### src/common/mcod_defs.vh
`ifndef MCOD_DEFS_VH
`define MCOD_DEFS_VH
// ****************************************
// Operation classes
// ****************************************
`define MCOD_CLS_W         5
`define MCOD_CLS_NOP       5'h00
`define MCOD_CLS_LOGIC_A   5'h01
`define MCOD_CLS_LOGIC_D   5'h02
`define MCOD_CLS_ROTATE    5'h03
`define MCOD_CLS_SWAP      5'h04
`define MCOD_CLS_MOV       5'h05
`define MCOD_CLS_LOAD_DP   5'h06
`define MCOD_CLS_XRD       5'h07
`define MCOD_CLS_XWR       5'h08
`define MCOD_CLS_CODE_RD   5'h09
`define MCOD_CLS_PUSH      5'h0a
`define MCOD_CLS_POP       5'h0b
`define MCOD_CLS_XCH       5'h0c
`define MCOD_CLS_XCHD      5'h0d
`define MCOD_CLS_CALL      5'h0e
`define MCOD_CLS_JUMP      5'h0f
`define MCOD_CLS_JMP_IND   5'h10
`define MCOD_CLS_JZ        5'h11
`define MCOD_CLS_JNZ       5'h12
`define MCOD_CLS_JBIT      5'h13
`define MCOD_CLS_CJNE      5'h14
`define MCOD_CLS_DJNZ      5'h15
`define MCOD_CLS_BIT_C     5'h16
`define MCOD_CLS_BIT_OP    5'h17
`define MCOD_CLS_RET       5'h18
`define MCOD_CLS_JC        5'h19
`define MCOD_CLS_ILLEGAL   5'h1f
// ****************************************
// ALU sub-operations
// ****************************************
`define MCOD_ALU_W         4
`define MCOD_ALU_NONE      4'h0
`define MCOD_ALU_AND       4'h1
`define MCOD_ALU_OR        4'h2
`define MCOD_ALU_XOR       4'h3
`define MCOD_ALU_RL        4'h4
`define MCOD_ALU_RLC       4'h5
`define MCOD_ALU_RR        4'h6
`define MCOD_ALU_RRC       4'h7
`define MCOD_ALU_CLR       4'h8
`define MCOD_ALU_SET       4'h9
`define MCOD_ALU_CPL       4'ha
`define MCOD_ALU_ANDN      4'hb
`define MCOD_ALU_ORN       4'hc
`define MCOD_ALU_SWAP      4'hd
// ****************************************
// Operand sources
// ****************************************
`define MCOD_SRC_W         3
`define MCOD_SRC_NONE      3'h0
`define MCOD_SRC_REG       3'h1
`define MCOD_SRC_DIR       3'h2
`define MCOD_SRC_IND       3'h3
`define MCOD_SRC_IMM       3'h4
`define MCOD_SRC_ACC       3'h5
`define MCOD_SRC_CARRY     3'h6
// ****************************************
// Reset values
// ****************************************
`define MCOD_RST_OPCODE    8'h00
`define MCOD_RST_PC        16'h0000
`endif

### src/core/mcod_table.v
`timescale 1ns/1ps
`include "mcod_defs.vh"
// ****************************************
// Opcode table: class, length, cycles
// ****************************************
module mcod_table (
  input  wire [7:0]               i_opcode,
  output reg  [`MCOD_CLS_W-1:0]   o_cls,
  output reg  [`MCOD_ALU_W-1:0]   o_alu,
  output reg  [`MCOD_SRC_W-1:0]   o_src,
  output reg  [1:0]               o_bytes,
  output reg  [1:0]               o_cycles
);
  wire [3:0] hi = i_opcode[7:4];
  wire [3:0] lo = i_opcode[3:0];

  always @* begin
    o_cls    = `MCOD_CLS_ILLEGAL;
    o_alu    = `MCOD_ALU_NONE;
    o_src    = `MCOD_SRC_NONE;
    o_bytes  = 2'd1;
    o_cycles = 2'd1;
    if (i_opcode[4:0] == 5'h11) begin
      o_cls = `MCOD_CLS_CALL;
      o_bytes = 2'd2;
      o_cycles = 2'd2;
    end else if (i_opcode[4:0] == 5'h01) begin
      o_cls = `MCOD_CLS_JUMP;
      o_bytes = 2'd2;
      o_cycles = 2'd2;
    end else if ((hi == 4'h4 || hi == 4'h5 || hi == 4'h6) && lo >= 4'h2) begin
      o_alu = (hi == 4'h4) ? `MCOD_ALU_OR : (hi == 4'h5) ? `MCOD_ALU_AND : `MCOD_ALU_XOR;
      o_cls = (lo <= 4'h3) ? `MCOD_CLS_LOGIC_D : `MCOD_CLS_LOGIC_A;
      if (lo >= 4'h8) begin
        o_src = `MCOD_SRC_REG;
      end else if (lo >= 4'h6) begin
        o_src = `MCOD_SRC_IND;
      end else if (lo == 4'h5) begin
        o_src = `MCOD_SRC_DIR;
        o_bytes = 2'd2;
      end else if (lo == 4'h4) begin
        o_src = `MCOD_SRC_IMM;
        o_bytes = 2'd2;
      end else if (lo == 4'h3) begin
        o_src = `MCOD_SRC_IMM;
        o_bytes = 2'd3;
        o_cycles = 2'd2;
      end else begin
        o_src = `MCOD_SRC_ACC;
        o_bytes = 2'd2;
      end
    end else begin
      case (i_opcode)
        8'h00: o_cls = `MCOD_CLS_NOP;
        8'h23, 8'h33, 8'h03, 8'h13: begin
          o_cls = `MCOD_CLS_ROTATE;
          o_alu = (i_opcode == 8'h23) ? `MCOD_ALU_RL : (i_opcode == 8'h33) ? `MCOD_ALU_RLC :
                  (i_opcode == 8'h03) ? `MCOD_ALU_RR : `MCOD_ALU_RRC;
        end
        8'hc4: begin
          o_cls = `MCOD_CLS_SWAP;
          o_alu = `MCOD_ALU_SWAP;
        end
        8'he4, 8'hf4: begin
          o_cls = `MCOD_CLS_LOGIC_A;
          o_alu = (i_opcode == 8'he4) ? `MCOD_ALU_CLR : `MCOD_ALU_CPL;
        end
        8'h90: begin
          o_cls = `MCOD_CLS_LOAD_DP;
          o_src = `MCOD_SRC_IMM;
          o_bytes = 2'd3;
          o_cycles = 2'd2;
        end
        8'he0, 8'he2, 8'he3: begin
          o_cls = `MCOD_CLS_XRD;
          o_src = lo[1] ? `MCOD_SRC_IND : `MCOD_SRC_NONE;
          o_cycles = 2'd2;
        end
        8'hf0, 8'hf2, 8'hf3: begin
          o_cls = `MCOD_CLS_XWR;
          o_src = lo[1] ? `MCOD_SRC_IND : `MCOD_SRC_NONE;
          o_cycles = 2'd2;
        end
        8'h93, 8'h83: begin
          o_cls = `MCOD_CLS_CODE_RD;
          o_cycles = 2'd2;
        end
        8'hc0, 8'hd0: begin
          o_cls = (i_opcode == 8'hc0) ? `MCOD_CLS_PUSH : `MCOD_CLS_POP;
          o_src = `MCOD_SRC_DIR;
          o_bytes = 2'd2;
          o_cycles = 2'd2;
        end
        8'hc6, 8'hc7: begin
          o_cls = `MCOD_CLS_XCH;
          o_src = `MCOD_SRC_IND;
        end
        8'hd6, 8'hd7: begin
          o_cls = `MCOD_CLS_XCHD;
          o_src = `MCOD_SRC_IND;
        end
        8'h12, 8'h02: begin
          o_cls = (i_opcode == 8'h12) ? `MCOD_CLS_CALL : `MCOD_CLS_JUMP;
          o_bytes = 2'd3;
          o_cycles = 2'd2;
        end
        8'h22, 8'h32: begin
          o_cls = `MCOD_CLS_RET;
          o_cycles = 2'd2;
        end
        8'h80: begin
          o_cls = `MCOD_CLS_JUMP;
          o_bytes = 2'd2;
          o_cycles = 2'd2;
        end
        8'h73: begin
          o_cls = `MCOD_CLS_JMP_IND;
          o_cycles = 2'd2;
        end
        8'h60, 8'h70: begin
          o_cls = (i_opcode == 8'h60) ? `MCOD_CLS_JZ : `MCOD_CLS_JNZ;
          o_bytes = 2'd2;
          o_cycles = 2'd2;
        end
        8'h40, 8'h50: begin
          o_cls = `MCOD_CLS_JC;
          o_alu = (i_opcode == 8'h40) ? `MCOD_ALU_SET : `MCOD_ALU_CLR;
          o_bytes = 2'd2;
          o_cycles = 2'd2;
        end
        8'h10, 8'h20, 8'h30: begin
          o_cls = `MCOD_CLS_JBIT;
          o_alu = (i_opcode == 8'h30) ? `MCOD_ALU_CLR : `MCOD_ALU_SET;
          o_src = `MCOD_SRC_DIR;
          o_bytes = 2'd3;
          o_cycles = 2'd2;
        end
        8'hb4, 8'hb5, 8'hb6, 8'hb7: begin
          o_cls = `MCOD_CLS_CJNE;
          o_src = (lo == 4'h5) ? `MCOD_SRC_DIR : (lo == 4'h4) ? `MCOD_SRC_ACC : `MCOD_SRC_IND;
          o_bytes = 2'd3;
          o_cycles = 2'd2;
        end
        8'hd5: begin
          o_cls = `MCOD_CLS_DJNZ;
          o_src = `MCOD_SRC_DIR;
          o_bytes = 2'd3;
          o_cycles = 2'd2;
        end
        8'h82, 8'hb0, 8'h72, 8'ha0: begin
          o_cls = `MCOD_CLS_BIT_C;
          o_alu = (i_opcode == 8'h82) ? `MCOD_ALU_AND : (i_opcode == 8'hb0) ? `MCOD_ALU_ANDN :
                  (i_opcode == 8'h72) ? `MCOD_ALU_OR : `MCOD_ALU_ORN;
          o_src = `MCOD_SRC_DIR;
          o_bytes = 2'd2;
          o_cycles = 2'd2;
        end
        8'h92, 8'ha2: begin
          o_cls = `MCOD_CLS_BIT_OP;
          o_src = (i_opcode == 8'h92) ? `MCOD_SRC_CARRY : `MCOD_SRC_DIR;
          o_bytes = 2'd2;
          o_cycles = (i_opcode == 8'h92) ? 2'd2 : 2'd1;
        end
        8'hc2, 8'hd2, 8'hb2, 8'hc3, 8'hd3, 8'hb3: begin
          o_cls = `MCOD_CLS_BIT_OP;
          o_alu = (hi == 4'hc) ? `MCOD_ALU_CLR : (hi == 4'hd) ? `MCOD_ALU_SET : `MCOD_ALU_CPL;
          o_src = lo[0] ? `MCOD_SRC_CARRY : `MCOD_SRC_DIR;
          o_bytes = lo[0] ? 2'd1 : 2'd2;
        end
        default: begin
          if (hi == 4'ha && lo >= 4'h8) begin
            o_cls = `MCOD_CLS_MOV;
            o_src = `MCOD_SRC_DIR;
            o_bytes = 2'd2;
            o_cycles = 2'd2;
          end else if (hi == 4'hb && lo >= 4'h8) begin
            o_cls = `MCOD_CLS_CJNE;
            o_src = `MCOD_SRC_REG;
            o_bytes = 2'd3;
            o_cycles = 2'd2;
          end else if (hi == 4'hd && lo >= 4'h8) begin
            o_cls = `MCOD_CLS_DJNZ;
            o_src = `MCOD_SRC_REG;
            o_bytes = 2'd2;
            o_cycles = 2'd2;
          end else if (hi == 4'hc && lo >= 4'h8) begin
            o_cls = `MCOD_CLS_XCH;
            o_src = `MCOD_SRC_REG;
          end
        end
      endcase
    end
  end
endmodule // mcod_table

### src/core/mcod_decoder.v
`timescale 1ns/1ps
`include "mcod_defs.vh"
module mcod_decoder (
  input  wire                     i_ref_clk,
  input  wire                     i_reset,
  input  wire                     i_clk_en,
  input  wire [7:0]               i_code_byte,
  input  wire                     i_code_valid,
  output wire                     o_code_req,
  output reg  [15:0]              o_pc_r,
  output reg  [7:0]               o_opcode_r,
  output reg  [7:0]               o_operand1_r,
  output reg  [7:0]               o_operand2_r,
  output reg  [`MCOD_CLS_W-1:0]   o_cls_r,
  output reg  [`MCOD_ALU_W-1:0]   o_alu_r,
  output reg  [`MCOD_SRC_W-1:0]   o_src_r,
  output reg  [2:0]               o_reg_sel_r,
  output reg  [1:0]               o_bytes_r,
  output reg  [1:0]               o_cycle_r,
  output reg                      o_exec_r,
  output reg                      o_done_r,
  output reg                      o_illegal_r
);
  // ****************************************
  // Sequencer states
  // ****************************************
  localparam [3:0] ST_FETCH = 4'b0001;
  localparam [3:0] ST_OPND1 = 4'b0010;
  localparam [3:0] ST_OPND2 = 4'b0100;
  localparam [3:0] ST_EXEC  = 4'b1000;

  reg  [3:0]             state_r;
  reg  [3:0]             state_nxt;
  reg  [1:0]             cycles_r;
  wire [`MCOD_CLS_W-1:0] t_cls;
  wire [`MCOD_ALU_W-1:0] t_alu;
  wire [`MCOD_SRC_W-1:0] t_src;
  wire [1:0]             t_bytes;
  wire [1:0]             t_cycles;

  mcod_table u_table (
    .i_opcode (i_code_byte),
    .o_cls    (t_cls),
    .o_alu    (t_alu),
    .o_src    (t_src),
    .o_bytes  (t_bytes),
    .o_cycles (t_cycles)
  );

  // Code bytes are requested only while gathering the instruction
  assign o_code_req = (state_r != ST_EXEC);
  wire take = i_clk_en & i_code_valid & o_code_req;

  // ****************************************
  // Next state
  // ****************************************
  always @* begin
    state_nxt = state_r;
    case (state_r)
      ST_FETCH: if (take) state_nxt = (t_bytes > 2'd1) ? ST_OPND1 : ST_EXEC;
      ST_OPND1: if (take) state_nxt = (o_bytes_r > 2'd2) ? ST_OPND2 : ST_EXEC;
      ST_OPND2: if (take) state_nxt = ST_EXEC;
      ST_EXEC:  if (o_cycle_r == cycles_r) state_nxt = ST_FETCH;
      default:  state_nxt = ST_FETCH;
    endcase
  end

  // ****************************************
  // Registers
  // ****************************************
  always @(posedge i_ref_clk) begin
    if (i_reset) begin
      state_r      <= ST_FETCH;
      o_pc_r       <= `MCOD_RST_PC;
      o_opcode_r   <= `MCOD_RST_OPCODE;
      o_operand1_r <= 8'h00;
      o_operand2_r <= 8'h00;
      o_cls_r      <= `MCOD_CLS_NOP;
      o_alu_r      <= `MCOD_ALU_NONE;
      o_src_r      <= `MCOD_SRC_NONE;
      o_reg_sel_r  <= 3'h0;
      o_bytes_r    <= 2'd1;
      o_cycle_r    <= 2'd0;
      cycles_r     <= 2'd1;
      o_exec_r     <= 1'b0;
      o_done_r     <= 1'b0;
      o_illegal_r  <= 1'b0;
    end else if (i_clk_en) begin
      state_r  <= state_nxt;
      o_done_r <= 1'b0;
      // PC steps once per code byte taken, so it is past all bytes before exec
      if (take) begin
        o_pc_r <= o_pc_r + 16'h0001;
      end
      case (state_r)
        ST_FETCH: if (take) begin
          o_opcode_r  <= i_code_byte;
          o_cls_r     <= t_cls;
          o_alu_r     <= t_alu;
          o_src_r     <= t_src;
          o_bytes_r   <= t_bytes;
          cycles_r    <= t_cycles;
          o_reg_sel_r <= i_code_byte[2:0];
          o_illegal_r <= (t_cls == `MCOD_CLS_ILLEGAL);
          o_cycle_r   <= 2'd1;
          o_exec_r    <= (t_bytes == 2'd1);
        end
        ST_OPND1: if (take) begin
          o_operand1_r <= i_code_byte;
          o_exec_r     <= (o_bytes_r == 2'd2);
        end
        ST_OPND2: if (take) begin
          o_operand2_r <= i_code_byte;
          o_exec_r     <= 1'b1;
        end
        ST_EXEC: begin
          if (o_cycle_r == cycles_r) begin
            o_exec_r  <= 1'b0;
            o_done_r  <= 1'b1;
            o_cycle_r <= 2'd0;
          end else begin
            o_cycle_r <= o_cycle_r + 2'd1;
          end
        end
        default: o_exec_r <= 1'b0;
      endcase
    end
  end
endmodule // mcod_decoder

### config.mk
export PLATFORM = sky130hd
export DESIGN_NAME = mcod_decoder
export DESIGN_NICKNAME = d
export VERILOG_FILES = /design/src/core/mcod_table.v /design/src/core/mcod_decoder.v
export VERILOG_INCLUDE_DIRS = /design/src /design/src/common
export SDC_FILE = /design/constraint.sdc
export NUM_CORES = 1
export LEC_CHECK = 0
export BUFFER_PORTS_ARGS = -buffer_cell sky130_fd_sc_hd__clkbuf_2
export CORE_UTILIZATION = 34
export CTS_BUF_LIST = sky130_fd_sc_hd__clkbuf_16
export CTS_CLUSTER_SIZE = 24
export DETAILED_ROUTE_END_ITERATION = 8
export PLACE_DENSITY = 0.6
export SETUP_SLACK_MARGIN = 0.05
export SYNTH_ARGS = -nofsm -noshare
export SYNTH_HDL_FRONTEND = slang
export SYNTH_HIERARCHICAL = 1
export SYNTH_SLANG_ARGS = --single-unit
export TNS_END_PERCENT = 10
### constraint.sdc
create_clock -name i_ref_clk -period 5.16 [get_ports i_ref_clk]
set_clock_uncertainty 0.1 [all_clocks]
set_input_delay 1.548 -clock i_ref_clk [delete_from_list [all_inputs] [get_ports i_ref_clk]]
set_output_delay 1.548 -clock i_ref_clk [all_outputs]
set_load 0.05 [all_outputs]
# Word-level counts from Yosys, hierarchy flattened
# Cells that the tools add are included.
# word_totals
out_inout_bits,63
in_bits,12
register_bits,68
wordCells,233
# classes
reduce_logical,42
n_lt_le_gt_ge,6
muxes,89
add_sub_neg,2
eq_ne,77
bitwise,2
# op_table
cell,n
$eq A8 B8 Y1 const B,35
$pmux W5 S22,1
$mux W4,16
$mux W2,30
$eq A8 B6 Y1 const B,6
$eq A8 B7 Y1 const B,6
$mux W3,14
$mux W5,7
$reduce_or A33 Y1,1
$pmux W4 S7,1
$eq A4 B3 Y1 const B,6
$eq A8 B5 Y1 const B,3
$pmux W3 S8,1
$reduce_or A23 Y1,1
$eq A4 B4 Y1 const B,5
$reduce_or A2 Y1,10
$reduce_or A20 Y1,1
$reduce_or A18 Y1,1
$add A16 B1 Y16 const B,1
$eq A8 B2 Y1 const B,2
$pmux W4 S4,1
$reduce_or A4 Y1,4
$mux W1,14
$reduce_or A13 Y1,1
33 further kinds,50

# Logic depth before layout (Yosys ltp)
# Gate-level depths: netlist of the first run.
# logic_depth
word_depth,13
mapped_depth,13
depth_no_buf,10

# Modules after synthesis
# Netlist of the first run, hierarchy kept.
# modules_own_cells
module,cells_per_inst,seq_area_each_um2,n_inst,area_per_inst_um2
mcod_decoder,314,1301.2,1,2723.9
mcod_table,264,0.0,1,1580.3

# Worst setup path before layout of the first run
# OpenSTA, ideal clock, no wires.
# synth_path
kind,input-to-reg
startpoint,in i_code_byte[3]
endpoint,reg state_r[3]
arrival_time_ns,3.403
required_time_ns,4.944
path_buffers,1
path_slack_ns,1.541
stages,11
cell_sequence,buf_4 -> or4b_4 -> o32ai_2 -> o21bai_2 -> nor2_1 -> nand3_4 -> mux2i_1 -> nor3b_1 -> a31oi_1 -> o31ai_1 -> o211a_1
# synth_between
elab_chain_cells,13
# synth_rtl
item,line,rtl
from (decl),mcod_decoder.v:7,"input wire [7:0] i_code_byte,"
$ge A4 B4 Y1,n/a,
$logic_and A1 B1 Y1,mcod_table.v:181,end else if (hi == 4'hd && lo >= 4'h8) begin
$mux W2,mcod_table.v:181,
$mux W2,mcod_table.v:176,end else if (hi == 4'hb && lo >= 4'h8) begin
$mux W2,mcod_table.v:171,if (hi == 4'ha && lo >= 4'h8) begin
$pmux W2 S4,mcod_table.v:53,case (i_opcode)
$mux W2,mcod_table.v:31,end else if ((hi == 4'h4 || hi == 4'h5 || hi == 4'h6) && lo >= 4'h2) begin
$mux W2,mcod_table.v:27,end else if (i_opcode[4:0] == 5'h01) begin
$mux W2 *,mcod_table.v:23,if (i_opcode[4:0] == 5'h11) begin
net t_bytes[1],mcod_decoder.v:38,wire [1:0] t_bytes;
$gt A2 B1 Y1 *,mcod_decoder.v:60,ST_FETCH: if (take) state_nxt = (t_bytes > 2'd1) ? ST_OPND1 : ST_EXEC;
$mux W4 * (2 in series),mcod_decoder.v:60,
$pmux W4 S4 *,mcod_decoder.v:59,case (state_r)
to (signal assigned),mcod_decoder.v:89,state_r <= state_nxt;
to (decl),mcod_decoder.v:32,reg [3:0] state_r;
# Mark *: on every way through the listed nets, which the timed path passes. The rest lies on a longest branch. The select of a mux whose other input is x is not followed.
# A chain may end at the register's enable or synchronous reset.

# Worst setup path after layout of the first run
# layout_path
startpoint,in i_code_byte[5]
endpoint,reg o_illegal_r
# layout_between
elab_chain_cells,11
# layout_rtl
item,line,rtl
$eq A4 B4 Y1,mcod_table.v:186,end else if (hi == 4'hc && lo >= 4'h8) begin
$logic_and A1 B1 Y1,mcod_table.v:186,
$mux W5,mcod_table.v:186,
$mux W5,mcod_table.v:181,
$mux W5,mcod_table.v:176,
$mux W5,mcod_table.v:171,
$pmux W5 S22,mcod_table.v:53,
$mux W5 *,mcod_table.v:31,
$mux W5 *,mcod_table.v:27,
$mux W5 *,mcod_table.v:23,
net t_cls[0],mcod_decoder.v:35,wire [`MCOD_CLS_W-1:0] t_cls;
$eq A5 B5 Y1 (no source line) *,n/a,
to (signal assigned),mcod_decoder.v:104,o_illegal_r <= (t_cls == `MCOD_CLS_ILLEGAL);
to (decl),mcod_decoder.v:22,output reg o_illegal_r
# Mark *: on every way through the listed nets, which the timed path passes. The rest lies on a longest branch.

==> reports/metrics.yaml, run 1 <==
outcome: "completed"
cts_hold_buf: 0
syn_avg_cell_area_um2: 7.45
fmax_mhz: 250
p_per_area_nw_per_um2: 280
vias_per_cell: 5.77
dieArea_um2: 13100
start_kind: "input port"
globalplace.congestion: 1.06
cts_setup_buffers: 0
grt_setup_unrepaired: "no"
grt_pass1_wl_um: 21700
drc: 0
tritoncts: "yes"
use_met2_pct: 31.7
min_to: "o_cls_r[0]"
final_nets: 635
rrSetupSlack_ns: 2.82
vdd_drop_max_uv: 213
cts_root_buffer: "clkbuf_16"
crit_arrival_ns: 4.15
hold_start: "o_cls_r[0]"
grt.total_usage_pct: 21.4
firstDrtPassIters: 9
fill_cells: 1265
synth_nets: 591
worst_slew_pin_slew_ns: 0.864
synth-main-ff-cell: "dfxtp_1"
worstSetupEndpointType: "register"
diodes: 0
start_util_pct: 35.4
core-area_um2: 12200
synth_cells: 578
ys_seq_elements: 65
final_area_um2: 4970
synthArstFlopShare_pct: 0
cp.required_ns: 5.32
final_util_pct: 40.9
synth-seq-area-share_pct: 30.2
h-tree-depth: 3
boundaryPins: 75
cp_max_fo: 29
chipWidth_um: 115
grt.busiest_layer: "met2"
ctsResizeCount: 0
drive_gt1_share_pct: 19.1
place_area_um2: 4670
worstReg2RegEnd: "state_r[1]"
met1_usage_pct: 27.5
drtIter0Drc: 427
timing.final.ws_setup_ns: 1.17
io_buffers: 74
timing.rr.start: "state_r[0]"
core.rowCount: 40
area_growth_pct: 15.6
period_minus_slack_ns: 3.99
hold_depth: 2
power.leakage_nw: 1.97
netlist_area_um2: 4300
slew_viol_final: 0
overflow: 0
antenna_found_initial: 0
cts.path.max_buffers: 2
maxCapViolCount: 0
cts_buffers: 9
wl_per_cell_um: 17.1
chipHeight_um: 115
hold_viol_final: 0
synth.area.top_cells: "dfxtp_1 30%, nand2_1 7.2%, a21oi_1 7.1%"
hp-class: "register to register"
grt_start_max_net_pins: 41
hpwlAfterDp_um: 9810
wirelength_um: 13600
synth.distinct_cells: 75
path_class: "input port to register"
yosysTopAreaCell: "dfxtp_1"
netlist.area_leader.share_pct: 30.2
grt_pass1_vias: 4192
finalPower_mw: 1.39
r2r_cells: 4
cts.sinks: 65
relSlewSlack_pct: 42.3
ant_nets: 0
clk_pin_slew_worst_paths_ns: 0.05
synth-edff-count: 0
fin_tns_setup_ns: 0
clk_latency_ns: 0.34
routed-via-count: 4590
setup_violations: 0
grt.met3_usage_pct: 5.77
preCtsSetupSlack_ns: 0.868
yosys_warnings: 6
min_period_over_period_pct: 77.4
## layer usage
| layer | vias up | wire [µm] |
|---|---|---|
| met5 | - | 0 |
| met3 | 54 | 1180 |
| met4 | 0 | 703 |
| met2 | 236 | 5830 |
| met1 | 2141 | 5880 |
| li1 | 2159 | - |
## cell type report
cell class | instances | area, µm² | area share (%)
Inverter | 10 | 37.5 | 0.755
Sequential cell | 65 | 1300 | 26.2
Multi-Input combinational cell | 452 | 2680 | 53.8
Timing Repair Buffer | 84 | 445 | 8.95
Clock buffer | 9 | 225 | 4.53
Clock inverter | 7 | 78.8 | 1.58
Tap cell | 168 | 210 | 4.23
## where the power goes
part           switching [mW]  total (mW)  internal, mW  leakage (nW)
Sequential             0.0136       0.530         0.516         0.527
Combinational           0.180       0.251        0.0708          1.30
Clock                   0.234       0.612         0.378         0.150
## logic make-up after synthesis
kind of cell / Yosys count / share of synthesized area (%)
adder cells (fa/ha/maj): 1 / 0.291
AO/OA/AOI/OAI: 150 / 21.9
XOR/XNOR: 16 / 3.26
flip-flops: 65 / 30.2
multiplexers: 19 / 4.45
buffers and inverters: 61 / 7.59
AND/OR/NAND/NOR: 266 / 32.3
## placed cells by master (no fill, tap or decap), drive strengths merged, types with 8 or more instances in the layout
cell type | netlist | routed
nand2 | 83 | 83
clkbuf | 16 | 83
dfxtp | 65 | 65
nor2 | 64 | 64
a21oi | 61 | 61
o21ai | 31 | 31
mux2i | 18 | 18
nand3 | 18 | 18
nor3 | 14 | 14
inv | 10 | 12
buf | 35 | 10
nand2b | 9 | 9
nor4 | 9 | 9
xor2 | 8 | 8
a31oi | 8 | 8
nor2b | 8 | 8
xnor2 | 8 | 8
or4 | 8 | 8
## Yosys cell counts, drive strengths merged, types with 5 or more instances
cell and count:
mux2i 18, a31oi 8, o21ai 31, nand3 18, nand2b 9, and3 7, buf 35, nor2b 8
xnor2 8, nand4 7, xor2 8, clkbuf 16, and2 5, nand2 83, or3 7, or4 8
nor2 64, a21oi 61, inv 10, nor4 9, o22ai 5, o31ai 7, nor3 14, dfxtp 65
## how the worst max path moves through the flow
stage                    from     endpoint  slack [ns]  cells past startpoint
3_3_place_gp   i_code_byte[5]   state_r[3]        0.80                     11
6_report       i_code_byte[5]  o_illegal_r        1.17                     10
3_5_place_dp   i_code_byte[7]  o_illegal_r        0.87                     11
2_1_floorplan  i_code_byte[3]   state_r[3]        1.54                     11
4_1_cts        i_code_byte[5]  o_illegal_r        1.22                     10
5_1_grt        i_code_byte[7]  o_illegal_r         1.0                     11
## worst max-delay path: stages
cell	delay, ns
clkbuf_2	0.45
nand4b_1	0.36
o32ai_1	0.13
nor4_1	0.45
and3_1	0.31
nand3_4	0.12
o31ai_1	0.33
and3_1	0.21
nand4_1	0.09
a21oi_1	0.16
## stage by stage
step	instances	hold slack, ns
finish	795	0.353
global route	795	0.379
CTS	795	0.358
detailed placement	779	0.350
global placement	779	0.346
floorplan	578	0.348
## flip-flops by register name, summed over array words and instances (netlist names), 3 cells and up
register	count
o_alu_r	4
state_r	4
o_operand1_r	8
o_operand2_r	8
o_src_r	3
o_pc_r	16
o_opcode_r	8
o_cls_r	5
Power figures use the tool's default switching activity.
==> run 2: changes to the inputs <==
clock period = 4 ns   (was 5.16 ns; I/O delays follow)
==> run 2 against run 1 <==
Compared with the run above:
- register-to-register slack lost 1.1 ns
- setup slack worse by 0.58 ns
- sequential power is 29% higher
- clock-buffer cell count unchanged
- first-iteration DRC count is 7.0% higher
- die area stayed put
- critical path depth is 1 higher
- non-clock buffer count up 34
- via count up 2.0%
- clock power rose by 49%
- critical endpoint is now state_r[3]
- largest cell class unchanged
==> reports/metrics.yaml, run 2 (synthesized netlist as in run 1, its figures left out) <==
outcome: "completed"
grt_start_max_net_pins: 38  # -7.3%
start_kind: "input port"
cts_setup_buffers: 0  # unchanged
stdcell_count: 829  # +4.3%
worstSetupEndpointType: "register"
clk_latency_ns: 0.34  # about the same
p_int_mw: 1.38  # +43%
vdd_drop_max_uv: 223  # +4.7%
dieArea_um2: 13100  # unchanged
hold_viol_final: 0  # unchanged
crit_arrival_ns: 3.54  # -0.61 ns
globalplace.congestion: 0.899  # -15%
fin_tns_setup_ns: 0  # unchanged
core.rowCount: 40  # unchanged
min_period_over_period_pct: 85.3
p_sw_uw: 566  # +32%
rrSetupSlack_ns: 1.71  # -1.11 ns
io_buffers: 74  # unchanged
wl_per_cell_um: 18.0  # +5.3%
tritoncts: "yes"
worst_slew_pin_slew_ns: 0.907  # +0.0429 ns
path_class: "input port to register"
cp_max_fo: 11  # -62%
routed-via-count: 4681  # +2.0%
cp.required_ns: 4.13  # -1.19 ns
comb_power_share_pct: 18.4  # +0.4 points
maxCapViolCount: 0  # unchanged
regMostFlops: "o_pc_r"
core-area_um2: 12200  # unchanged
h-tree-depth: 3  # unchanged
chipHeight_um: 115  # unchanged
diodes: 0  # unchanged
final_util_pct: 43.5  # +2.6 points
min_to: "o_alu_r[3]"
ctsResizeCount: 0  # unchanged
worst-path-buf-inv: 1  # unchanged
firstDrtPassIters: 5  # -4
final_nets: 669  # +5.4%
drtIter0Drc: 457  # +7.0%
clk_pin_slew_worst_paths_ns: 0.06  # about the same
area_growth_pct: 22.8
power.leakage_nw: 2.17  # +10%
drc: 0  # unchanged
crit_family: "simple AND/OR/NAND/NOR gates"
ant_nets: 0  # unchanged
whs_ns: 0.353  # -0.000219 ns
final_cell_mix: "83 x nand2_1, 74 x clkbuf_2, 65 x dfxtp_1"
crit_slowest_cell: "or4_1"
relSlewSlack_pct: 39.4  # -2.9 points
timing.rr.start: "state_r[0]"
period_minus_slack_ns: 3.41
start_util_pct: 35.4  # unchanged
grt_setup_unrepaired: "no"
grt_pass1_wl_um: 24000  # +10%
cts_hold_buf: 0  # unchanged
overflow: 0  # unchanged
grt.total_usage_pct: 23.6  # +2.2 points
hp-class: "register to register"
cts.path.max_buffers: 2  # unchanged
fmax_mhz: 293
cts_root_buffer: "clkbuf_16"
worstPathCellList: "clkbuf_2, or4_1, a21oi_1, nor4_1, and3_1, nand3_4, mux2i_1, nor3b_1, a31oi_1, o31ai_1, o211a_1"
r2r_cells: 4  # unchanged
layout_commonest_cell: "nand2_1"
hold_depth: 2  # unchanged
slew_viol_final: 0  # unchanged
placed_cells: 813  # +4.4%
cpPeakStageDelay_ns: 0.78  # +0.33 ns
hpwlAfterDp_um: 11000  # +12%
fill_cells: 1258  # -0.55%
crit_start: "i_code_byte[0]"
vias_per_cell: 5.65  # -2.2%
seqPwrFrac_pct: 35.0  # -3.0 points
chipWidth_um: 115  # unchanged
cts_buffers: 9  # unchanged
worstReg2RegEnd: "o_cycle_r[1]"
wirelength_um: 14900  # +9.8%
boundaryPins: 75  # unchanged
hold_start: "o_alu_r[3]"
swShare_pct: 29.0  # -1.7 points
clock_power_share_pct: 46.6  # +2.7 points
cts.sinks: 65  # unchanged
setup_violations: 0  # unchanged
grt_pass1_vias: 4458  # +6.3%
drive_gt1_share_pct: 23.0  # +3.9 points
antenna_found_initial: 0  # unchanged
p_per_area_nw_per_um2: 369  # +32%
largest_register_ffs: 16  # unchanged
run 2: cell type report:
cell class	count	area [µm²]	area share [%]
multi-input combinational	452	2680	50.6
inverter	10	37.5	0.710
clock inverter	7	111	2.11
tap	168	210	3.98
clock buffer	9	225	4.26
timing repair buffer	118	726	13.7
sequential	65	1300	24.6
run 2: worst max-delay path by stage:
stage                             to  cells past startpoint
after floorplan           state_r[3]                     11
after global routing      state_r[3]                     11
final                     state_r[3]                     11
after global placement    state_r[3]                     11
after CTS                 state_r[3]                     11
after detailed placement  state_r[3]                     11
run 2: tightest hold or removal path, cell delays in order (launching register included):
cell,delay (ns)
dfxtp_1,0.30
nand2_1,0.05
a21oi_1,0.05
run 2: power by group through the flow:
stage          registers, mW  clock network, mW  logic (mW)
2_1_floorplan          0.742                  0       0.200
3_3_place_gp           0.696                  0       0.352
3_5_place_dp           0.697                  0       0.351
4_1_cts                0.683              0.924       0.353
5_1_grt                0.685              0.953       0.382
6_report               0.683              0.909       0.359
run 2: metal layers:
metal	GRT usage (%)	vias to the layer above	share of wire, %	routed length (µm)
li1	-	2226	-	-
met1	32.9	2167	45	6730
met2	34.7	250	43	6370
met3	4.24	38	8.3	1240
met4	12.1	0	3.8	571
met5	0	-	0	0
run 2: metrics by stage:
stage               power, mW  setup WS, ns  cell area (µm²)
floorplan               0.941         0.729             4300
global placement         1.05         0.293             4950
detailed placement       1.05         0.276             4950
CTS                      1.96         0.631             5290
global route             2.02         0.381             5290
finish                   1.95         0.589             5290
